[config.mk]
export PLATFORM = sky130hd
export DESIGN_NAME = sfr_status_fault
export DESIGN_NICKNAME = d
export VERILOG_FILES = /design/src/hdl/sfr_sync3.v /design/src/hdl/sfr_status_fault.v
export VERILOG_INCLUDE_DIRS = /design/src /design/src/hdl
export SDC_FILE = /design/constraint.sdc
export NUM_CORES = 1
export LEC_CHECK = 0
export BUFFER_PORTS_ARGS = -buffer_cell sky130_fd_sc_hd__buf_2
export CAP_MARGIN = 20
export CELL_PAD_IN_SITES_DETAIL_PLACEMENT = 0
export CELL_PAD_IN_SITES_GLOBAL_PLACEMENT = 1
export CORE_ASPECT_RATIO = 1.75
export CORE_MARGIN = 8
export CORE_UTILIZATION = 45
export DETAILED_ROUTE_END_ITERATION = 8
export GPL_TIMING_DRIVEN = 0
export PLACE_DENSITY_LB_ADDON = 0.1
export SYNTH_ARGS = -nofsm -noshare
export SYNTH_HDL_FRONTEND = slang
export SYNTH_SLANG_ARGS = --single-unit
[constraint.sdc]
create_clock -name clk -period 11.46 [get_ports clk]
set_input_delay 1.719 -clock clk [delete_from_list [all_inputs] [get_ports clk]]
set_output_delay 1.719 -clock clk [all_outputs]
set_load 0.01 [all_outputs]
[src/hdl/sfr_defines.vh]
// Constants for the status and fault reporting block.
// Assumes a single 200 MHz system clock; included by bare name.
`ifndef SFR_DEFINES_VH
`define SFR_DEFINES_VH

// Bit positions shared by live, sticky, mask and fault registers
`define SFR_BIT_VREG      0
`define SFR_BIT_IREG      1
`define SFR_BIT_RANGE     2
`define SFR_BIT_OVER_V    3
`define SFR_BIT_THERMAL   4
`define SFR_BIT_MAINS     5
`define SFR_BIT_SHUTBACK  6
`define SFR_BIT_CMD_ERR   7
`define SFR_BIT_EXT_BLOCK 8
`define SFR_STAT_W        9

// Poll byte bit positions
`define SFR_POLL_FAULT    0
`define SFR_POLL_PWRUP    1
`define SFR_POLL_IDLE     4
`define SFR_POLL_CMDERR   5
`define SFR_POLL_SRVREQ   6

// Reset values
`define SFR_MASK_RST      9'h000
`define SFR_STAT_RST      9'h000
`define SFR_POLL_RST      8'h02
// Mode bits held off the fault register during settling
`define SFR_SETTLE_BITS   9'h007

// Timing: settling delay in ms, clock period and one ms in ns
`define SFR_DELAY_DEF_MS  15'h01F4
`define SFR_DELAY_MAX_MS  15'h7CFF
`define SFR_MS_NS         1000000
`define SFR_CLK_NS        5

`endif

[src/hdl/sfr_sync3.v]
// Three-stage input synchroniser for pin-level inputs.
// Assumes inputs are asynchronous to clk; output follows once
// stages two and three agree, so a lone glitch is filtered.
module sfr_sync3 #(
    parameter W = 8
) (
    input  wire         clk,
    input  wire         reset,
    input  wire         ce,
    input  wire [W-1:0] din,
    output reg  [W-1:0] dout
);

    reg [W-1:0] s1_r;
    reg [W-1:0] s2_r;
    reg [W-1:0] s3_r;

    // First stage feeds only the second stage
    always @(posedge clk or posedge reset) begin
        if (reset) begin
            s1_r <= {W{1'b0}};
            s2_r <= {W{1'b0}};
            s3_r <= {W{1'b0}};
            dout <= {W{1'b0}};
        end else if (ce) begin
            s1_r <= din;
            s2_r <= s1_r;
            s3_r <= s2_r;
            dout <= (~(s2_r ^ s3_r) & s3_r) | ((s2_r ^ s3_r) & dout);
        end
    end

endmodule // sfr_sync3

[src/hdl/sfr_status_fault.v]
// Status and fault reporting of a programmable supply: live, sticky,
// mask and fault registers, settling delay and the poll status byte.
// Assumes the command parser runs on clk and issues one-cycle query
// and command strobes; condition pins are asynchronous.
//
// Notes on behaviour
// - Sticky copy latches conditions until read
// - Sticky read reports, then reloads live status
// - Fault and mask share live bit layout
// - Only masked live bits reach fault register
// - Fault bits set on rising edges only
// - Select-event-sources command sets named mask bits
// - Fault read returns contents, then clears all but same-cycle edges
// - Registers reported as binary weight sums
// - Poll byte: fault, power-up, idle, error, service
// - Command error set on invalid, cleared by query
// - Fault summary is OR; cleared by fault read
// - External block holds summary through fault read
// - Idle bit low while commands are processing
// - Power-up set at power-on; cleared by reset commands
// - Service request bit cleared by serial poll
// - Settling delay hides mode edges from faults
// - Live bits: vreg,ireg,range,overv,therm,mains,shut,err,block
// - Live bits follow conditions continuously
// - Service request raised when summary rises, enabled
// - Settling delay default 500 ms, 0..31999 ms
`include "sfr_defines.vh"

module sfr_status_fault #(
    parameter CYC_PER_MS = `SFR_MS_NS / `SFR_CLK_NS,
    parameter PW         = 18
) (
    input  wire        clk,
    input  wire        reset,
    input  wire        ce,
    // Condition pins, asynchronous
    input  wire        voltage_regulation_mode,
    input  wire        current_regulation_mode,
    input  wire        out_of_range_mode,
    input  wire        excess_voltage_trip,
    input  wire        thermal_trip,
    input  wire        mains_dropout,
    input  wire        current_limit_shutback,
    input  wire        external_block_line,
    // Parser strobes and levels, same clock
    input  wire        live_status_read,
    input  wire        sticky_status_read,
    input  wire        latched_event_read,
    input  wire        error_code_query,
    input  wire        select_event_sources,
    input  wire [8:0]  event_sources,
    input  wire        device_reset_command,
    input  wire        bus_device_clear,
    input  wire        invalid_command,
    input  wire        cmd_busy,
    input  wire        service_req_on,
    input  wire        service_req_off,
    input  wire        settle_delay_command,
    input  wire [14:0] settle_delay_ms,
    input  wire        settle_start,
    input  wire        serial_poll,
    // Answers
    output reg  [8:0]  read_data_r,
    output reg         read_valid_r,
    output reg  [8:0]  live_status_r,
    output reg  [8:0]  event_enable_mask_r,
    output reg  [7:0]  poll_status_byte_r,
    output reg         service_request_r,
    output reg         settling_r
);

    wire [7:0] pins_sync;
    reg  [8:0] sticky_status_r;
    reg  [8:0] latched_events_r;
    reg  [8:0] live_prev_r;
    reg        srq_enable_r;
    reg [14:0] settle_ms_r;
    reg [14:0] ms_left_r;
    reg [PW-1:0] presc_r;

    reg  [8:0] live_nxt;
    reg  [8:0] sticky_nxt;
    reg  [8:0] rise_nxt;
    reg  [8:0] latched_nxt;
    reg  [8:0] mask_nxt;
    reg  [7:0] poll_nxt;
    reg        fault_sum_nxt;
    reg        err_nxt;
    reg        pwrup_nxt;
    reg        srq_nxt;
    reg        srq_en_nxt;
    reg [14:0] settle_ms_nxt;
    reg [14:0] ms_left_nxt;
    reg [PW-1:0] presc_nxt;
    reg  [8:0] read_data_nxt;
    reg        read_valid_nxt;

    // Prescaler reload, cut to the counter width on purpose
    localparam integer  PRESC_INT = CYC_PER_MS - 1;
    localparam [PW-1:0] PRESC_TOP = PRESC_INT[PW-1:0];

    // Timing of the paths through this block
    //
    // Condition pins
    //   A pin change is taken into s1 on the first edge, s2 on the
    //   second and s3 on the third. The filtered copy follows on the
    //   edge after s2 and s3 agree, so a one-cycle glitch on a pin is
    //   dropped. Live status then follows one edge later, and so do
    //   the sticky copy and the fault register, since both are fed
    //   from the same next-state value as live status.
    //
    // Live status
    //   Bits 0..6 and 8 are the filtered pins. Bit 7 is the command
    //   error flag of the poll byte, taken from the registered flag,
    //   so it lags the poll bit by one cycle. A host that reads live
    //   status in the cycle right after an invalid command can miss
    //   the error bit; the parser never answers that quickly.
    //
    // Sticky copy
    //   Every cycle ORs in the live value. A sticky read answers with
    //   the old copy and reloads it with live status, so a condition
    //   that is still true shows again on the next read.
    //
    // Fault register
    //   Only rising edges of enabled live bits are recorded. The mask
    //   can only gain bits; a device reset leaves it as it was, so a
    //   host that wants a clean slate must reset the whole block.
    //   A fault read clears the register, but an edge found in the
    //   same cycle is kept, otherwise a fault arriving just as the
    //   host reads would be lost for good.
    //
    // Settling
    //   A settle start loads the millisecond count. While it runs,
    //   the three regulation mode bits cannot reach the fault
    //   register. A mode that is still true when the count expires
    //   is not recorded later either, because only edges count; the
    //   host sees it in live status instead.
    //   A delay of zero gives no hold-off at all.
    //   The count is clamped to the largest legal value so that an
    //   oversized request cannot wrap into a short delay.
    //
    // Poll byte
    //   The fault summary is the OR of the fault register and of any
    //   edge about to land, so it rises in the same cycle as the
    //   fault bit. A fault read clears it unless the external block
    //   line is high; while blocked the host must read again once the
    //   line has dropped.
    //   A service request is raised only on a rise of the summary,
    //   never on its level, so one fault gives one request.
    //   An invalid command beats a same-cycle error query: losing an
    //   error report is worse than reporting one twice.
    //
    // Query answers
    //   One answer per strobe, one cycle later. If strobes coincide,
    //   sticky wins over fault, and fault over live. Read data holds
    //   its value until the next query.
    //
    // Clock enable
    //   With ce low every register holds, the synchroniser included,
    //   so pin changes are not seen until ce returns.

    // Condition pins cross into clk through three stages
    sfr_sync3 #(
        .W (8)
    ) u_pin_sync (
        .clk   (clk),
        .reset (reset),
        .ce    (ce),
        .din   ({external_block_line, current_limit_shutback,
                 mains_dropout, thermal_trip, excess_voltage_trip,
                 out_of_range_mode, current_regulation_mode,
                 voltage_regulation_mode}),
        .dout  (pins_sync)
    );

    // Live status mirrors conditions; the error bit is the poll flag
    always @* begin
        live_nxt = {pins_sync[7], poll_status_byte_r[`SFR_POLL_CMDERR],
                    pins_sync[6:0]};
    end

    // Sticky copy: OR in live each cycle, reload on its read
    always @* begin
        if (sticky_status_read) begin
            sticky_nxt = live_nxt;
        end else begin
            sticky_nxt = sticky_status_r | live_nxt;
        end
    end

    // Mask write sets named bits; earlier selections remain
    always @* begin
        mask_nxt = event_enable_mask_r;
        if (select_event_sources) begin
            mask_nxt = event_enable_mask_r | event_sources;
        end
    end

    // Rising edges of enabled live bits; mode bits held off while
    // settling so brief range excursions are not recorded
    always @* begin
        rise_nxt = live_nxt & ~live_prev_r;
        rise_nxt = rise_nxt & event_enable_mask_r;
        if (settling_r) begin
            rise_nxt = rise_nxt & ~`SFR_SETTLE_BITS;
        end
    end

    // Fault read clears, but a same-cycle edge still lands
    always @* begin
        if (latched_event_read) begin
            latched_nxt = rise_nxt;
        end else begin
            latched_nxt = latched_events_r | rise_nxt;
        end
    end

    // Poll byte flags
    always @* begin
        fault_sum_nxt = poll_status_byte_r[`SFR_POLL_FAULT]
                        | (|latched_events_r) | (|rise_nxt);
        if (latched_event_read && !pins_sync[7]) begin
            fault_sum_nxt = |rise_nxt;
        end
        err_nxt = poll_status_byte_r[`SFR_POLL_CMDERR];
        if (error_code_query) begin
            err_nxt = 1'b0;
        end
        if (invalid_command) begin
            err_nxt = 1'b1;
        end
        pwrup_nxt = poll_status_byte_r[`SFR_POLL_PWRUP];
        if (device_reset_command || bus_device_clear) begin
            pwrup_nxt = 1'b0;
        end
        srq_en_nxt = srq_enable_r;
        if (service_req_on) begin
            srq_en_nxt = 1'b1;
        end
        if (service_req_off) begin
            srq_en_nxt = 1'b0;
        end
        // Request on summary rise wins over a same-cycle poll clear
        srq_nxt = poll_status_byte_r[`SFR_POLL_SRVREQ];
        if (serial_poll) begin
            srq_nxt = 1'b0;
        end
        if (fault_sum_nxt && !poll_status_byte_r[`SFR_POLL_FAULT]
            && srq_enable_r) begin
            srq_nxt = 1'b1;
        end
        poll_nxt = 8'h00;
        poll_nxt[`SFR_POLL_FAULT]  = fault_sum_nxt;
        poll_nxt[`SFR_POLL_PWRUP]  = pwrup_nxt;
        poll_nxt[`SFR_POLL_IDLE]   = ~cmd_busy;
        poll_nxt[`SFR_POLL_CMDERR] = err_nxt;
        poll_nxt[`SFR_POLL_SRVREQ] = srq_nxt;
    end

    // Settling delay: millisecond count driven by a prescaler
    always @* begin
        settle_ms_nxt = settle_ms_r;
        if (settle_delay_command) begin
            if (settle_delay_ms > `SFR_DELAY_MAX_MS) begin
                settle_ms_nxt = `SFR_DELAY_MAX_MS;
            end else begin
                settle_ms_nxt = settle_delay_ms;
            end
        end
        ms_left_nxt = ms_left_r;
        presc_nxt   = presc_r;
        if (settle_start) begin
            ms_left_nxt = settle_ms_r;
            presc_nxt   = PRESC_TOP;
        end else if (ms_left_r != 15'h0000) begin
            if (presc_r == {PW{1'b0}}) begin
                presc_nxt   = PRESC_TOP;
                ms_left_nxt = ms_left_r - 15'h0001;
            end else begin
                presc_nxt = presc_r - {{(PW-1){1'b0}}, 1'b1};
            end
        end
    end

    // Query answers: value is the binary weight sum of set bits
    always @* begin
        read_valid_nxt = 1'b1;
        read_data_nxt  = read_data_r;
        if (sticky_status_read) begin
            read_data_nxt = sticky_status_r;
        end else if (latched_event_read) begin
            read_data_nxt = latched_events_r;
        end else if (live_status_read) begin
            read_data_nxt = live_status_r;
        end else begin
            read_valid_nxt = 1'b0;
        end
    end

    // State registers; clock enable freezes everything
    always @(posedge clk or posedge reset) begin
        if (reset) begin
            live_status_r       <= `SFR_STAT_RST;
            live_prev_r         <= `SFR_STAT_RST;
            sticky_status_r     <= `SFR_STAT_RST;
            latched_events_r    <= `SFR_STAT_RST;
            event_enable_mask_r <= `SFR_MASK_RST;
            poll_status_byte_r  <= `SFR_POLL_RST;
            service_request_r   <= 1'b0;
            srq_enable_r        <= 1'b0;
            settle_ms_r         <= `SFR_DELAY_DEF_MS;
            ms_left_r           <= 15'h0000;
            presc_r             <= {PW{1'b0}};
            settling_r          <= 1'b0;
            read_data_r         <= `SFR_STAT_RST;
            read_valid_r        <= 1'b0;
        end else if (ce) begin
            live_status_r       <= live_nxt;
            live_prev_r         <= live_nxt;
            sticky_status_r     <= sticky_nxt;
            latched_events_r    <= latched_nxt;
            event_enable_mask_r <= mask_nxt;
            poll_status_byte_r  <= poll_nxt;
            service_request_r   <= srq_nxt;
            srq_enable_r        <= srq_en_nxt;
            settle_ms_r         <= settle_ms_nxt;
            ms_left_r           <= ms_left_nxt;
            presc_r             <= presc_nxt;
            settling_r          <= (ms_left_nxt != 15'h0000);
            read_data_r         <= read_data_nxt;
            read_valid_r        <= read_valid_nxt;
        end
    end

endmodule // sfr_status_fault

---- Word-level counts from Yosys, hierarchy flattened ----
Cells that the tools add are included.
word-level totals
  flip-flop bits (word level) ............. 134
  input bits .............................. 49
operators by class
  $add $sub $neg .......................... 2
  $lt $le $gt $ge ......................... 1
  mux-type cells .......................... 23
  bitwise operators ....................... 14
  reductions and logical operators ........ 22
operators with widths
  operator               count
  $mux 15                4
  $mux 18                3
  $mux 9                 5
  $reduce_bool 15->1     2
  $or 9x9->9             3
  $and 9x9->9            2
  $logic_not 18->1       1
  $reduce_or 9->1        2
  $sub 18x1->18 const B  1
  $and 8x8->8            2
  $gt 15x15->1 const B   1
  $sub 15x1->15 const B  1
  $reduce_and 2->1       7
  $mux 1                 10
  $not 9->9              1
  $not 8->8              1
  $or 8x8->8             1
  $xor 8x8->8            1
  $reduce_bool 2->1      3
  $logic_and 1x1->1      3
  $mux 3                 1
  $reduce_bool 3->1      1
  $logic_not 1->1        2
  $or 1x1->1             2
  other kinds (2)        2

---- Longest topological paths before layout ----
Gate-level depths: netlist of the first run.
  word-level depth ........................ 10
  gate-level depth with buffers ........... 11

---- By module ----
Synthesis of the first run repeated with hierarchy kept, for this count alone.
unflattened totals
  cells, all modules ...................... 597
  area, all modules ....................... 6,371.1 um2
modules (own cells, without submodules)
  module            times used  cells an instance  area an instance (um2)  seq. area each (um2)
  sfr_status_fault  1           512                5,078.6                 2,536.2
  sfr_sync3         1           85                 1,292.5                 800.8

---- Least setup slack after synthesis of the first run ----
Ideal clock, no wire load.
  kind .................................... input -> register
  start point ............................. input port settle_start
  end point ............................... register presc_r[7]
  setup time .............................. 0.133 ns
  data arrival time ....................... 3.047 ns
  data required time ...................... 11.327 ns
  setup slack ............................. 8.280 ns
  stages .................................. 6
  path buffers ............................ 2
  cells stage by stage .................... clkbuf_1 -> clkbuf_1 -> o21ai_1 -> nor4_1 -> xnor2_1 -> nor2_1
on the way
  longest elaborated chain between the ends .. 2
RTL lines
  element                      RTL line                source
  from (decl)                  sfr_status_fault.v:60   input wire settle_start,
  $reduce_bool 2->1 (no line)  n/a
  $reduce_and 2->1 (no line)   n/a
  to (signal assigned)         sfr_status_fault.v:313  presc_r <= {PW{1'b0}};
  to (signal assigned)         sfr_status_fault.v:328  presc_r <= presc_nxt;
  to (decl)                    sfr_status_fault.v:79   reg [PW-1:0] presc_r;
Several ways; a longest one is shown, not always the timed one.
A chain may end at the register's enable or synchronous reset.

---- Worst setup path after layout of the first run ----
  start point ............................. input port settle_start
  end point ............................... register settling_r
on the way
  longest elaborated chain between the ends .. 2
RTL lines
  element               RTL line                source
  $mux 15               sfr_status_fault.v:272  if (settle_start) begin
  $reduce_bool 15->1    sfr_status_fault.v:329  settling_r <= (ms_left_nxt != 15'h0000);
  to (signal assigned)  sfr_status_fault.v:329
  to (decl)             sfr_status_fault.v:69   output reg settling_r
No other way between the ends.

==> impl_metrics.tcl, run 1 <==
set metrics [dict create \
    status "finished, final reports clean" \
    ys_seq_area_frac 0.539 \
    hold_path_class "reg2reg" \
    cts_buffer_depth 2 \
    cts_sinks 133 \
    pwr_density_cell_mw_per_mm2 191 \
    grt.total_usage 0.201 \
    hp-start "read_data_r[2]" \
    pwr-share-seq 0.450 \
    diodes 0 \
    crit_path_end_kind "flip-flop" \
    clk_pin_slew_ns 0.06 \
    crit_path_top_delay_cell "clkbuf_1" \
    worstSetupPathType "in2reg" \
    r2r_end "settling_r" \
    combPwrFrac 0.171 \
    arrival_ns 3.85 \
    placed_cells 861 \
    avgSynthCellArea_um2 10.3 \
    wl_um 17000 \
    holdPathEnd "read_data_r[2]" \
    final_common_cell "dfrtp_1" \
    core_mm2 0.0135 \
    insertion_delay_ns 0.42 \
    hold_ws_ns 0.474 \
    cp_common_cell "clkbuf_1" \
    final_cell_count_no_fill 893 \
    r2r_cells 10 \
    cpPeakStageDelay_ns 0.45 \
    tightest_slew_ns 0.922 \
    critPathBufInv 3 \
    layout-drive-gt1-share 0.238 \
    antenna_found_initial 0 \
    synth_edf_count 0 \
    post_drt_via_cell_ratio 5.57 \
    fin_nets 758 \
    fin_crit_sh 0.313 \
    drt_first_pass_iters 4 \
    crit_path_cell_trace "buf_2, clkbuf_1, clkbuf_1, a311oi_1, a221oi_1, nand4b_1, nor4_1, a41oi_1" \
    crit_family "buffers and inverters" \
    syn_inst 600 \
    min_path_cells 2 \
    cts_max_level 4 \
    cts_buffers 17 \
    drc 0 \
    crit_path_max_fanout 10 \
    cap_violations 0 \
    grt_max_degree 99 \
    wl_per_cell_um 19.1 \
    synth_ff_type "dfrtp_1" \
    peakVddDrop_v 0.0000938 \
    relSlewSlack 0.380 \
    synthArstFlopShare 1.00 \
    overflow 0 \
    grt_pass1_wl_um 28000 \
    start_util 0.460 \
    cp-startpoint "settle_start" \
    num_vias 4977 \
    rows 56 \
    setup-violations-final 0 \
    switching_power_mw 0.420 \
    leakagePower_nw 3.22 \
    die_area_mm2 0.0179 \
    routabilityCongestion 0.889 \
    dp.final_hpwl_um 12900 \
    fmax_mhz 279 \
    sw_frac_of_total 0.296 \
    cp.required_ns 11.73 \
    cts_tree "built" \
    fin_tns_setup_ns 0 \
    timing.final.crit_period_ns 3.58 \
    p_int_mw 0.999 \
    clockRootBuffer "clkbuf_16" \
    yosysWarnings 0 \
    die_h_um 171 \
    clock_power_share 0.379 \
    r2r_slack_ns 8.18 \
    cts_setup_buffers 0 \
    hold_viol 0 \
    final_antenna_net_count 0 \
    ios 87 \
    post_cts_resized 0 \
    grt_pass1_vias 5430 \
    start_kind "input pin" \
    ys_types 58 \
    area_growth_pct 20.5 \
    fin_skew_ns 0.00781 \
    ys_ff_latch 133 \
    final_cell_mix "dfrtp_1 (126), buf_2 (85), nand2_1 (68)" \
    fp.dieW_um 105 \
    drt_iter0_drc 162 \
    r2r_start "presc_r[0]" \
    rsz0062_at_grt "no" \
    syn_area_mm2 0.00619 \
    ctsHoldBuffers 0 \
    drv_slew 0 \
    port_buffers 83 \
]
power by group through the flow:
stage	logic, mW	clock network (mW)	registers [mW]
2_1_floorplan	0.155	0	0.633
5_1_grt	0.275	0.571	0.652
3_5_place_dp	0.245	0	0.646
4_1_cts	0.246	0.551	0.639
3_3_place_gp	0.237	0	0.642
6_report	0.242	0.538	0.639
final cells by class:
cell class                      count  area, um^2
Tap cell                          174         218
Multi-Input combinational cell    414        2630
Sequential cell                   133        3340
Clock buffer                       18         439
Inverter                           23        91.3
Timing Repair Buffer               85         448
Fill cell                        1257        6000
Buffer                             32         138
Clock inverter                     14         149
kinds of logic (layout without fill, tap and decap cells):
family | after synthesis | in the layout | share of synthesized area
simple gates | 200 | 200 | 0.162
compound gates | 147 | 147 | 0.154
flops | 133 | 133 | 0.539
buf+inv | 55 | 172 | 0.0362
mux | 43 | 43 | 0.0760
xor+xnor | 18 | 18 | 0.0255
fa+ha+maj | 3 | 3 | 0.00607
other cells | 1 | 3 | 0.000606
routing by layer:
layer | part of all wire | wire [um] | up-vias | track usage
met4 | 0.029 | 488 | 0 | 0.102
met3 | 0.036 | 611 | 39 | 0.0467
li1 | - | - | 2371 | -
met1 | 0.37 | 6250 | 2440 | 0.193
met5 | 0 | 0 | - | 0
met2 | 0.57 | 9670 | 127 | 0.387
registers in the layout, summed over array words and instances, names as in the netlist, named ones only:
name	flops
u_pin_sync.s2_r	8
sticky_status_r	9
live_prev_r	9
poll_status_byte_r	4
ms_left_r	15
read_valid_r	1
settling_r	1
read_data_r	9
presc_r	18
u_pin_sync.s1_r	8
event_enable_mask_r	9
srq_enable_r	1
settle_ms_r	15
service_request_r	1
u_pin_sync.s3_r	8
latched_events_r	9
synthesized netlist by cell type (2+ instances only):
| cell | instances | area share |
|---|---|---|
| nand3_1 | 8 | 0.0065 |
| o31ai_1 | 5 | 0.0061 |
| nor4bb_1 | 3 | 0.0049 |
| buf_4 | 4 | 0.0049 |
| and3_1 | 4 | 0.0040 |
| or3_1 | 4 | 0.0040 |
| a31oi_1 | 5 | 0.0051 |
| and2_1 | 3 | 0.0030 |
| nor4b_1 | 4 | 0.0057 |
| a22o_1 | 19 | 0.027 |
| a221oi_1 | 2 | 0.0028 |
| a41oi_1 | 2 | 0.0028 |
| o22a_1 | 8 | 0.011 |
| a22oi_1 | 5 | 0.0061 |
| nand3_2 | 2 | 0.0032 |
| a21oi_1 | 25 | 0.020 |
| nor3_1 | 13 | 0.011 |
| inv_1 | 23 | 0.014 |
| clkbuf_1 | 24 | 0.015 |
| a311oi_1 | 2 | 0.0028 |
| or2_2 | 3 | 0.0030 |
| nor2_1 | 49 | 0.030 |
| or4_1 | 7 | 0.0085 |
| nand2_1 | 68 | 0.041 |
| dfstp_2 | 7 | 0.030 |
| o21ai_0 | 51 | 0.041 |
| nor2b_1 | 3 | 0.0030 |
| dfrtp_1 | 126 | 0.51 |
| nor4_1 | 16 | 0.016 |
| ha_1 | 3 | 0.0061 |
| o21ai_1 | 3 | 0.0024 |
| mux2i_1 | 11 | 0.018 |
| nand4_1 | 3 | 0.0030 |
| and4_1 | 2 | 0.0028 |
| mux2_2 | 32 | 0.058 |
| xnor2_1 | 16 | 0.023 |
| buf_1 | 2 | 0.0012 |
| a21o_1 | 9 | 0.011 |
| o2111ai_1 | 2 | 0.0028 |
| nand2b_1 | 3 | 0.0030 |
| xor2_1 | 2 | 0.0028 |
worst max path at each step:
| stage | end | slack (ns) | cells past startpoint |
|---|---|---|---|
| detailed placement | settling_r | 7.50 | 8 |
| finish | settling_r | 7.88 | 8 |
| CTS | settling_r | 7.92 | 8 |
| global placement | live_prev_r[1] | 4.76 | 2 |
| global route | settling_r | 7.60 | 8 |
| floorplan | async pin | 6.20 | 1 |
worst min-delay path: cells and delay by family, from the launching register on:
| family | cells | cell delay [ns] |
|---|---|---|
| AO/OA/AOI/OAI | 1 | 0.06 |
| AND/OR/NAND/NOR | 1 | 0.04 |
| flip-flops | 1 | 0.33 |
through the flow:
| step | total power, mW | area (um^2) | util | worst slack [ns] |
|---|---|---|---|---|
| after floorplan | 0.788 | 6190 | - | 6.20 |
| after global placement | 0.879 | 6830 | 0.508 | 4.76 |
| after detailed placement | 0.891 | 6870 | 0.510 | 7.50 |
| after CTS | 1.44 | 7450 | 0.554 | 7.92 |
| after global routing | 1.50 | 7450 | 0.554 | 7.60 |
| final | 1.42 | 7450 | 0.554 | 7.88 |
No activity file was read; power rests on OpenSTA's default activity.
==> run 2: changes to the inputs <==
--- a/config.mk
+++ b/config.mk
@@ -12,7 +12,7 @@
 export CELL_PAD_IN_SITES_GLOBAL_PLACEMENT = 1
 export CORE_ASPECT_RATIO = 1.75
 export CORE_MARGIN = 8
-export CORE_UTILIZATION = 45
+export CORE_UTILIZATION = 40
 export DETAILED_ROUTE_END_ITERATION = 8
 export GPL_TIMING_DRIVEN = 0
 export PLACE_DENSITY_LB_ADDON = 0.1
==> constraint.sdc (replaced) <==
create_clock -name clk -period 3.21 [get_ports clk]
set_input_delay 0.4815 -clock clk [delete_from_list [all_inputs] [get_ports clk]]
set_output_delay 0.4815 -clock clk [all_outputs]
set_load 0.01 [all_outputs]
==> impl_metrics.tcl, run 2 (synthesis gave the netlist of run 1 again) <==
set metrics [dict create \
    drv_slew 0 \
    combPwrFrac 0.166 \
    dp.final_hpwl_um 13200 \
    largest_register_ffs 18 \
    pwr_density_cell_mw_per_mm2 699 \
    drt_iter0_drc 212 \
    die_area_mm2 0.0199 \
    multiInputGateArea_mm2 0.00268 \
    rows 60 \
    antenna_found_initial 0 \
    fmax_mhz 328 \
    final_util 0.501 \
    peakVddDrop_v 0.000354 \
    r2r_slack_ns 0.16 \
    grt.total_usage 0.186 \
    fin_crit_sh 0.951 \
    grt_pass1_vias 5249 \
    num_vias 4920 \
    register_area_mm2 0.00334 \
    start_kind "flip-flop" \
    final_common_cell "dfrtp_1" \
    ctsHoldBuffers 0 \
    crit_path_max_fanout 9 \
    power_mw 5.33 \
    timing.final.crit_period_ns 3.05 \
    fp.dieW_um 110 \
    port_buffers 83 \
    cts_tree "built" \
    overflow 0 \
    final_cell_mix "dfrtp_1 (126), buf_2 (84), nand2_1 (68)" \
    cts_sinks 133 \
    arrival_ns 3.33 \
    insertion_delay_ns 0.42 \
    tightest_slew_ns 1.05 \
    cts_buffer_depth 2 \
    crit_path_end_kind "flip-flop" \
    cp-startpoint "presc_r[0]" \
    hold_ws_ns 0.139 \
    final_cell_count_no_fill 908 \
    setup-violations-final 0 \
    clk_pin_slew_ns 0.06 \
    hold_path_class "in2async" \
    setup_slack_ns 0.158 \
    placed_cells 874 \
    clockRootBuffer "clkbuf_16" \
    wl_um 17300 \
    relSlewSlack 0.296 \
    drt_first_pass_iters 4 \
    core_mm2 0.0152 \
    pwr-share-seq 0.427 \
    fin_skew_ns 0.0142 \
    final_area_mm2 0.00763 \
    status "finished, final reports clean" \
    sw_frac_of_total 0.281 \
    cts_buffers 17 \
    start_util 0.406 \
    cap_violations 0 \
    area_growth_pct 23.3 \
    switching_power_mw 1.50 \
    place_area_mm2 0.00691 \
    wl_per_cell_um 19.1 \
    cp.required_ns 3.49 \
    grt_max_degree 40 \
    p_int_mw 3.83 \
    cts_max_level 4 \
    leakagePower_nw 3.29 \
    worstSetupPathType "reg2reg" \
    layout-drive-gt1-share 0.245 \
    diodes 0 \
    die_h_um 181 \
    r2r_start "presc_r[0]" \
    final_antenna_net_count 0 \
    reg.largest.list "presc_r (18), ms_left_r (15), settle_ms_r (15)" \
    ios 87 \
    routabilityCongestion 0.906 \
    drc 0 \
    n_fill_cell 1434 \
    regMostFlops "presc_r" \
    fin_tns_setup_ns 0 \
    preCtsSetupSlack_ns -0.0577 \
    clock_power_share 0.407 \
    hold_viol 0 \
    post_drt_via_cell_ratio 5.42 \
    grt_pass1_wl_um 28100 \
    fin_nets 761 \
]
run 2: final timing paths:
kind | to | cells past startpoint
setup / recovery | settling_r | 10
hold / removal | u_pin_sync.s1_r[3] | 2
setup reg to reg | settling_r | 10
hold reg to reg | settle_ms_r[11] | 2
max in group asynchronous | poll_status_byte_r[4] | 4
min in group clk | poll_status_byte_r[4] | 2
run 2: cell type report:
cell class | count | area share
inverters | 23 | 0.0118
well taps | 186 | 0.0305
multi-input cells | 414 | 0.351
clock buffers | 21 | 0.0603
clock inverters | 11 | 0.0257
repair buffers | 89 | 0.0653
flip-flops and latches | 133 | 0.437
plain buffers | 31 | 0.0175
run 2: repair_timing:
item                       4_1_cts  5_1_grt
hold endpoints to repair         0        0
setup endpoints to repair        1        1
pin swaps                        0        2
resized for setup                1        6
setup buffers                    0        3
run 2: per-layer routing:
metal | up-vias | track usage | routed length, um
met5 | - | 0 | 0
met4 | 0 | 0.0674 | 393
met3 | 24 | 0.0405 | 632
met2 | 113 | 0.345 | 9890
met1 | 2394 | 0.192 | 6420
li1 | 2389 | - | -
run 2: power by group through the flow:
stage	registers [mW]	clock network, mW	logic (mW)
2_1_floorplan	2.26	0	0.553
3_3_place_gp	2.30	0	0.855
3_5_place_dp	2.31	0	0.884
4_1_cts	2.28	2.21	0.887
5_1_grt	2.33	2.29	1.00
6_report	2.28	2.17	0.888
run 2: critical path, cell delays in order (launching register included):
cell and delay (ns):
dfrtp_1 0.41, inv_1 0.07, ha_1 0.22, nor3b_4 0.30, nand3_4 0.16, or4_1 0.52, buf_2 0.19, a221oi_1 0.28
nand4b_1 0.26, nor4_4 0.36, a41oi_2 0.15
==> run 3: changes to the inputs <==
--- a/config.mk
+++ b/config.mk
@@ -15,7 +15,7 @@
 export CORE_UTILIZATION = 40
 export DETAILED_ROUTE_END_ITERATION = 8
 export GPL_TIMING_DRIVEN = 0
-export PLACE_DENSITY_LB_ADDON = 0.1
+export PLACE_DENSITY = 0.72
 export SYNTH_ARGS = -nofsm -noshare
 export SYNTH_HDL_FRONTEND = slang
 export SYNTH_SLANG_ARGS = --single-unit
==> impl_metrics.tcl, run 3 (synthesis gave the netlist of run 1 again) <==
set metrics [dict create \
    status "finished, final reports clean" \
    crit_path_cell_trace "nor4_2, nand4_1, and3_1, a221oi_1, nand4b_1, nor4_2, a41oi_1" \
    crit_path_end_kind "flip-flop" \
    fp.dieW_um 110 \
    overflow 0 \
    fin_skew_ns 0.00589 \
    grt_max_degree 39 \
    drt_first_pass_iters 4 \
    multiInputGateArea_mm2 0.00267 \
    critPathBufInv 0 \
    start_kind "flip-flop" \
    ios 87 \
    cpPeakStageDelay_ns 0.65 \
    final_common_cell "dfrtp_1" \
    grt.busiest_layer "met2" \
    peakVddDrop_v 0.000325 \
    final_area_mm2 0.00755 \
    antenna_found_initial 0 \
    insertion_delay_ns 0.41 \
    hold_path_class "in2async" \
    largest_register_ffs 18 \
    wl_per_cell_um 18.8 \
    cts_tree "built" \
    met1_usage 0.185 \
    fin_tns_setup_ns 0 \
    reg.largest.list "presc_r (18), ms_left_r (15), settle_ms_r (15)" \
    diodes 0 \
    num_vias 4971 \
    cts_buffer_depth 2 \
    relSlewSlack 0.473 \
    setup-violations-final 0 \
    crit_path_max_fanout 8 \
    post_drt_via_cell_ratio 5.48 \
    setup_slack_ns 0.208 \
    timing.final.crit_period_ns 3.00 \
    cp_common_cell "nor4_2" \
    tightest_slew_ns 0.789 \
    pwr_density_cell_mw_per_mm2 677 \
    crit_family "simple AND/OR/NAND/NOR gates" \
    arrival_ns 3.27 \
    register_area_mm2 0.00334 \
    fin_nets 760 \
    cap_violations 0 \
    rsz0062_at_grt "no" \
    ctsHoldBuffers 0 \
    cts_max_level 4 \
    worstSetupPathType "reg2reg" \
    dp.final_hpwl_um 13200 \
    grt_pass1_vias 5390 \
    drv_slew 0 \
    final_cell_mix "dfrtp_1 (126), buf_2 (85), nand2_1 (68)" \
    r2r_slack_ns 0.21 \
    n_fill_cell 1487 \
    r2r_end "settling_r" \
    die_h_um 181 \
    place_area_mm2 0.00691 \
    fmax_mhz 333 \
    crit_path_top_delay_cell "nor4_2" \
    grt.total_usage 0.181 \
    die_area_mm2 0.0199 \
    grtUsageMet2 0.337 \
    final_util 0.496 \
    regMostFlops "presc_r" \
    fin_crit_sh 0.935 \
    cp-startpoint "ms_left_r[4]" \
    cts_sinks 133 \
    leakagePower_nw 3.26 \
    area_growth_pct 22.1 \
    clk_pin_slew_ns 0.06 \
    routabilityCongestion 0.898 \
    preCtsSetupSlack_ns 0.0998 \
    cp.required_ns 3.48 \
    port_buffers 83 \
    core_mm2 0.0152 \
    grtUsageMet3 0.0365 \
    drc 0 \
    rows 60 \
    hold_viol 0 \
    r2r_cells 7 \
    grt_pass1_wl_um 27800 \
    wl_um 17000 \
    cts_buffers 17 \
    drt_iter0_drc 241 \
    clockRootBuffer "clkbuf_16" \
    r2r_start "ms_left_r[4]" \
    final_antenna_net_count 0 \
    start_util 0.406 \
    layout-drive-gt1-share 0.248 \
]
[run 3: cell count changes in the layout (fill, tap and decap cells not counted), moves of 2 or more]
cell       change
bufinv_16      -3
clkinv_4       +3
buf_4          -2
clkbuf_1       -2
[run 3: cell type report]
class / count / area share
buffer: 31 / 0.0177
clock inverter: 13 / 0.0194
clock buffer: 19 / 0.0600
sequential: 133 / 0.442
inverter: 23 / 0.0119
timing repair buffer: 88 / 0.0646
tap: 186 / 0.0308
multi-input combinational: 414 / 0.354
[run 3: per-layer routing]
layer	up-vias	routed length (um)
met5	-	0
met4	0	454
met3	30	713
met2	135	9530
met1	2440	6350
li1	2366	-
[run 3: power breakdown]
group / internal, mW / total [mW] / switching, mW
Clock: 1.19 / 1.95 / 0.756
Combinational: 0.416 / 0.885 / 0.469
Sequential: 1.99 / 2.28 / 0.287
[run 3: what timing repair did]
action                     CTS  global route
setup endpoints to repair    0             1
gates resized for setup      0             7
setup buffers                0             1
[run 3: worst register-to-register path, cell delays in order (launching register included)]
cell and delay, ns:
dfrtp_1 0.48, nor4_2 0.66, nand4_1 0.35, and3_1 0.27, a221oi_1 0.42, nand4b_1 0.23, nor4_2 0.31, a41oi_1 0.15
[run 3: through the flow]
stage                     total power [mW]  hold slack, ns  std cells
after floorplan                       2.81           0.437        602
after global placement                3.15           0.456        871
after detailed placement              3.19           0.466        875
after CTS                             5.16           0.223        907
after global routing                  5.40           0.232        907
final                                 5.11           0.206        907
[run 3: how the worst max path moves through the flow]
stage | endpoint | slack, ns | cells after the start
floorplan | settling_r | 0.58 | 10
global placement | settling_r | 0.05 | 9
detailed placement | settling_r | 0.1 | 10
CTS | settling_r | 0.02 | 10
global route | settling_r | 0.001 | 8
finish | settling_r | 0.21 | 7
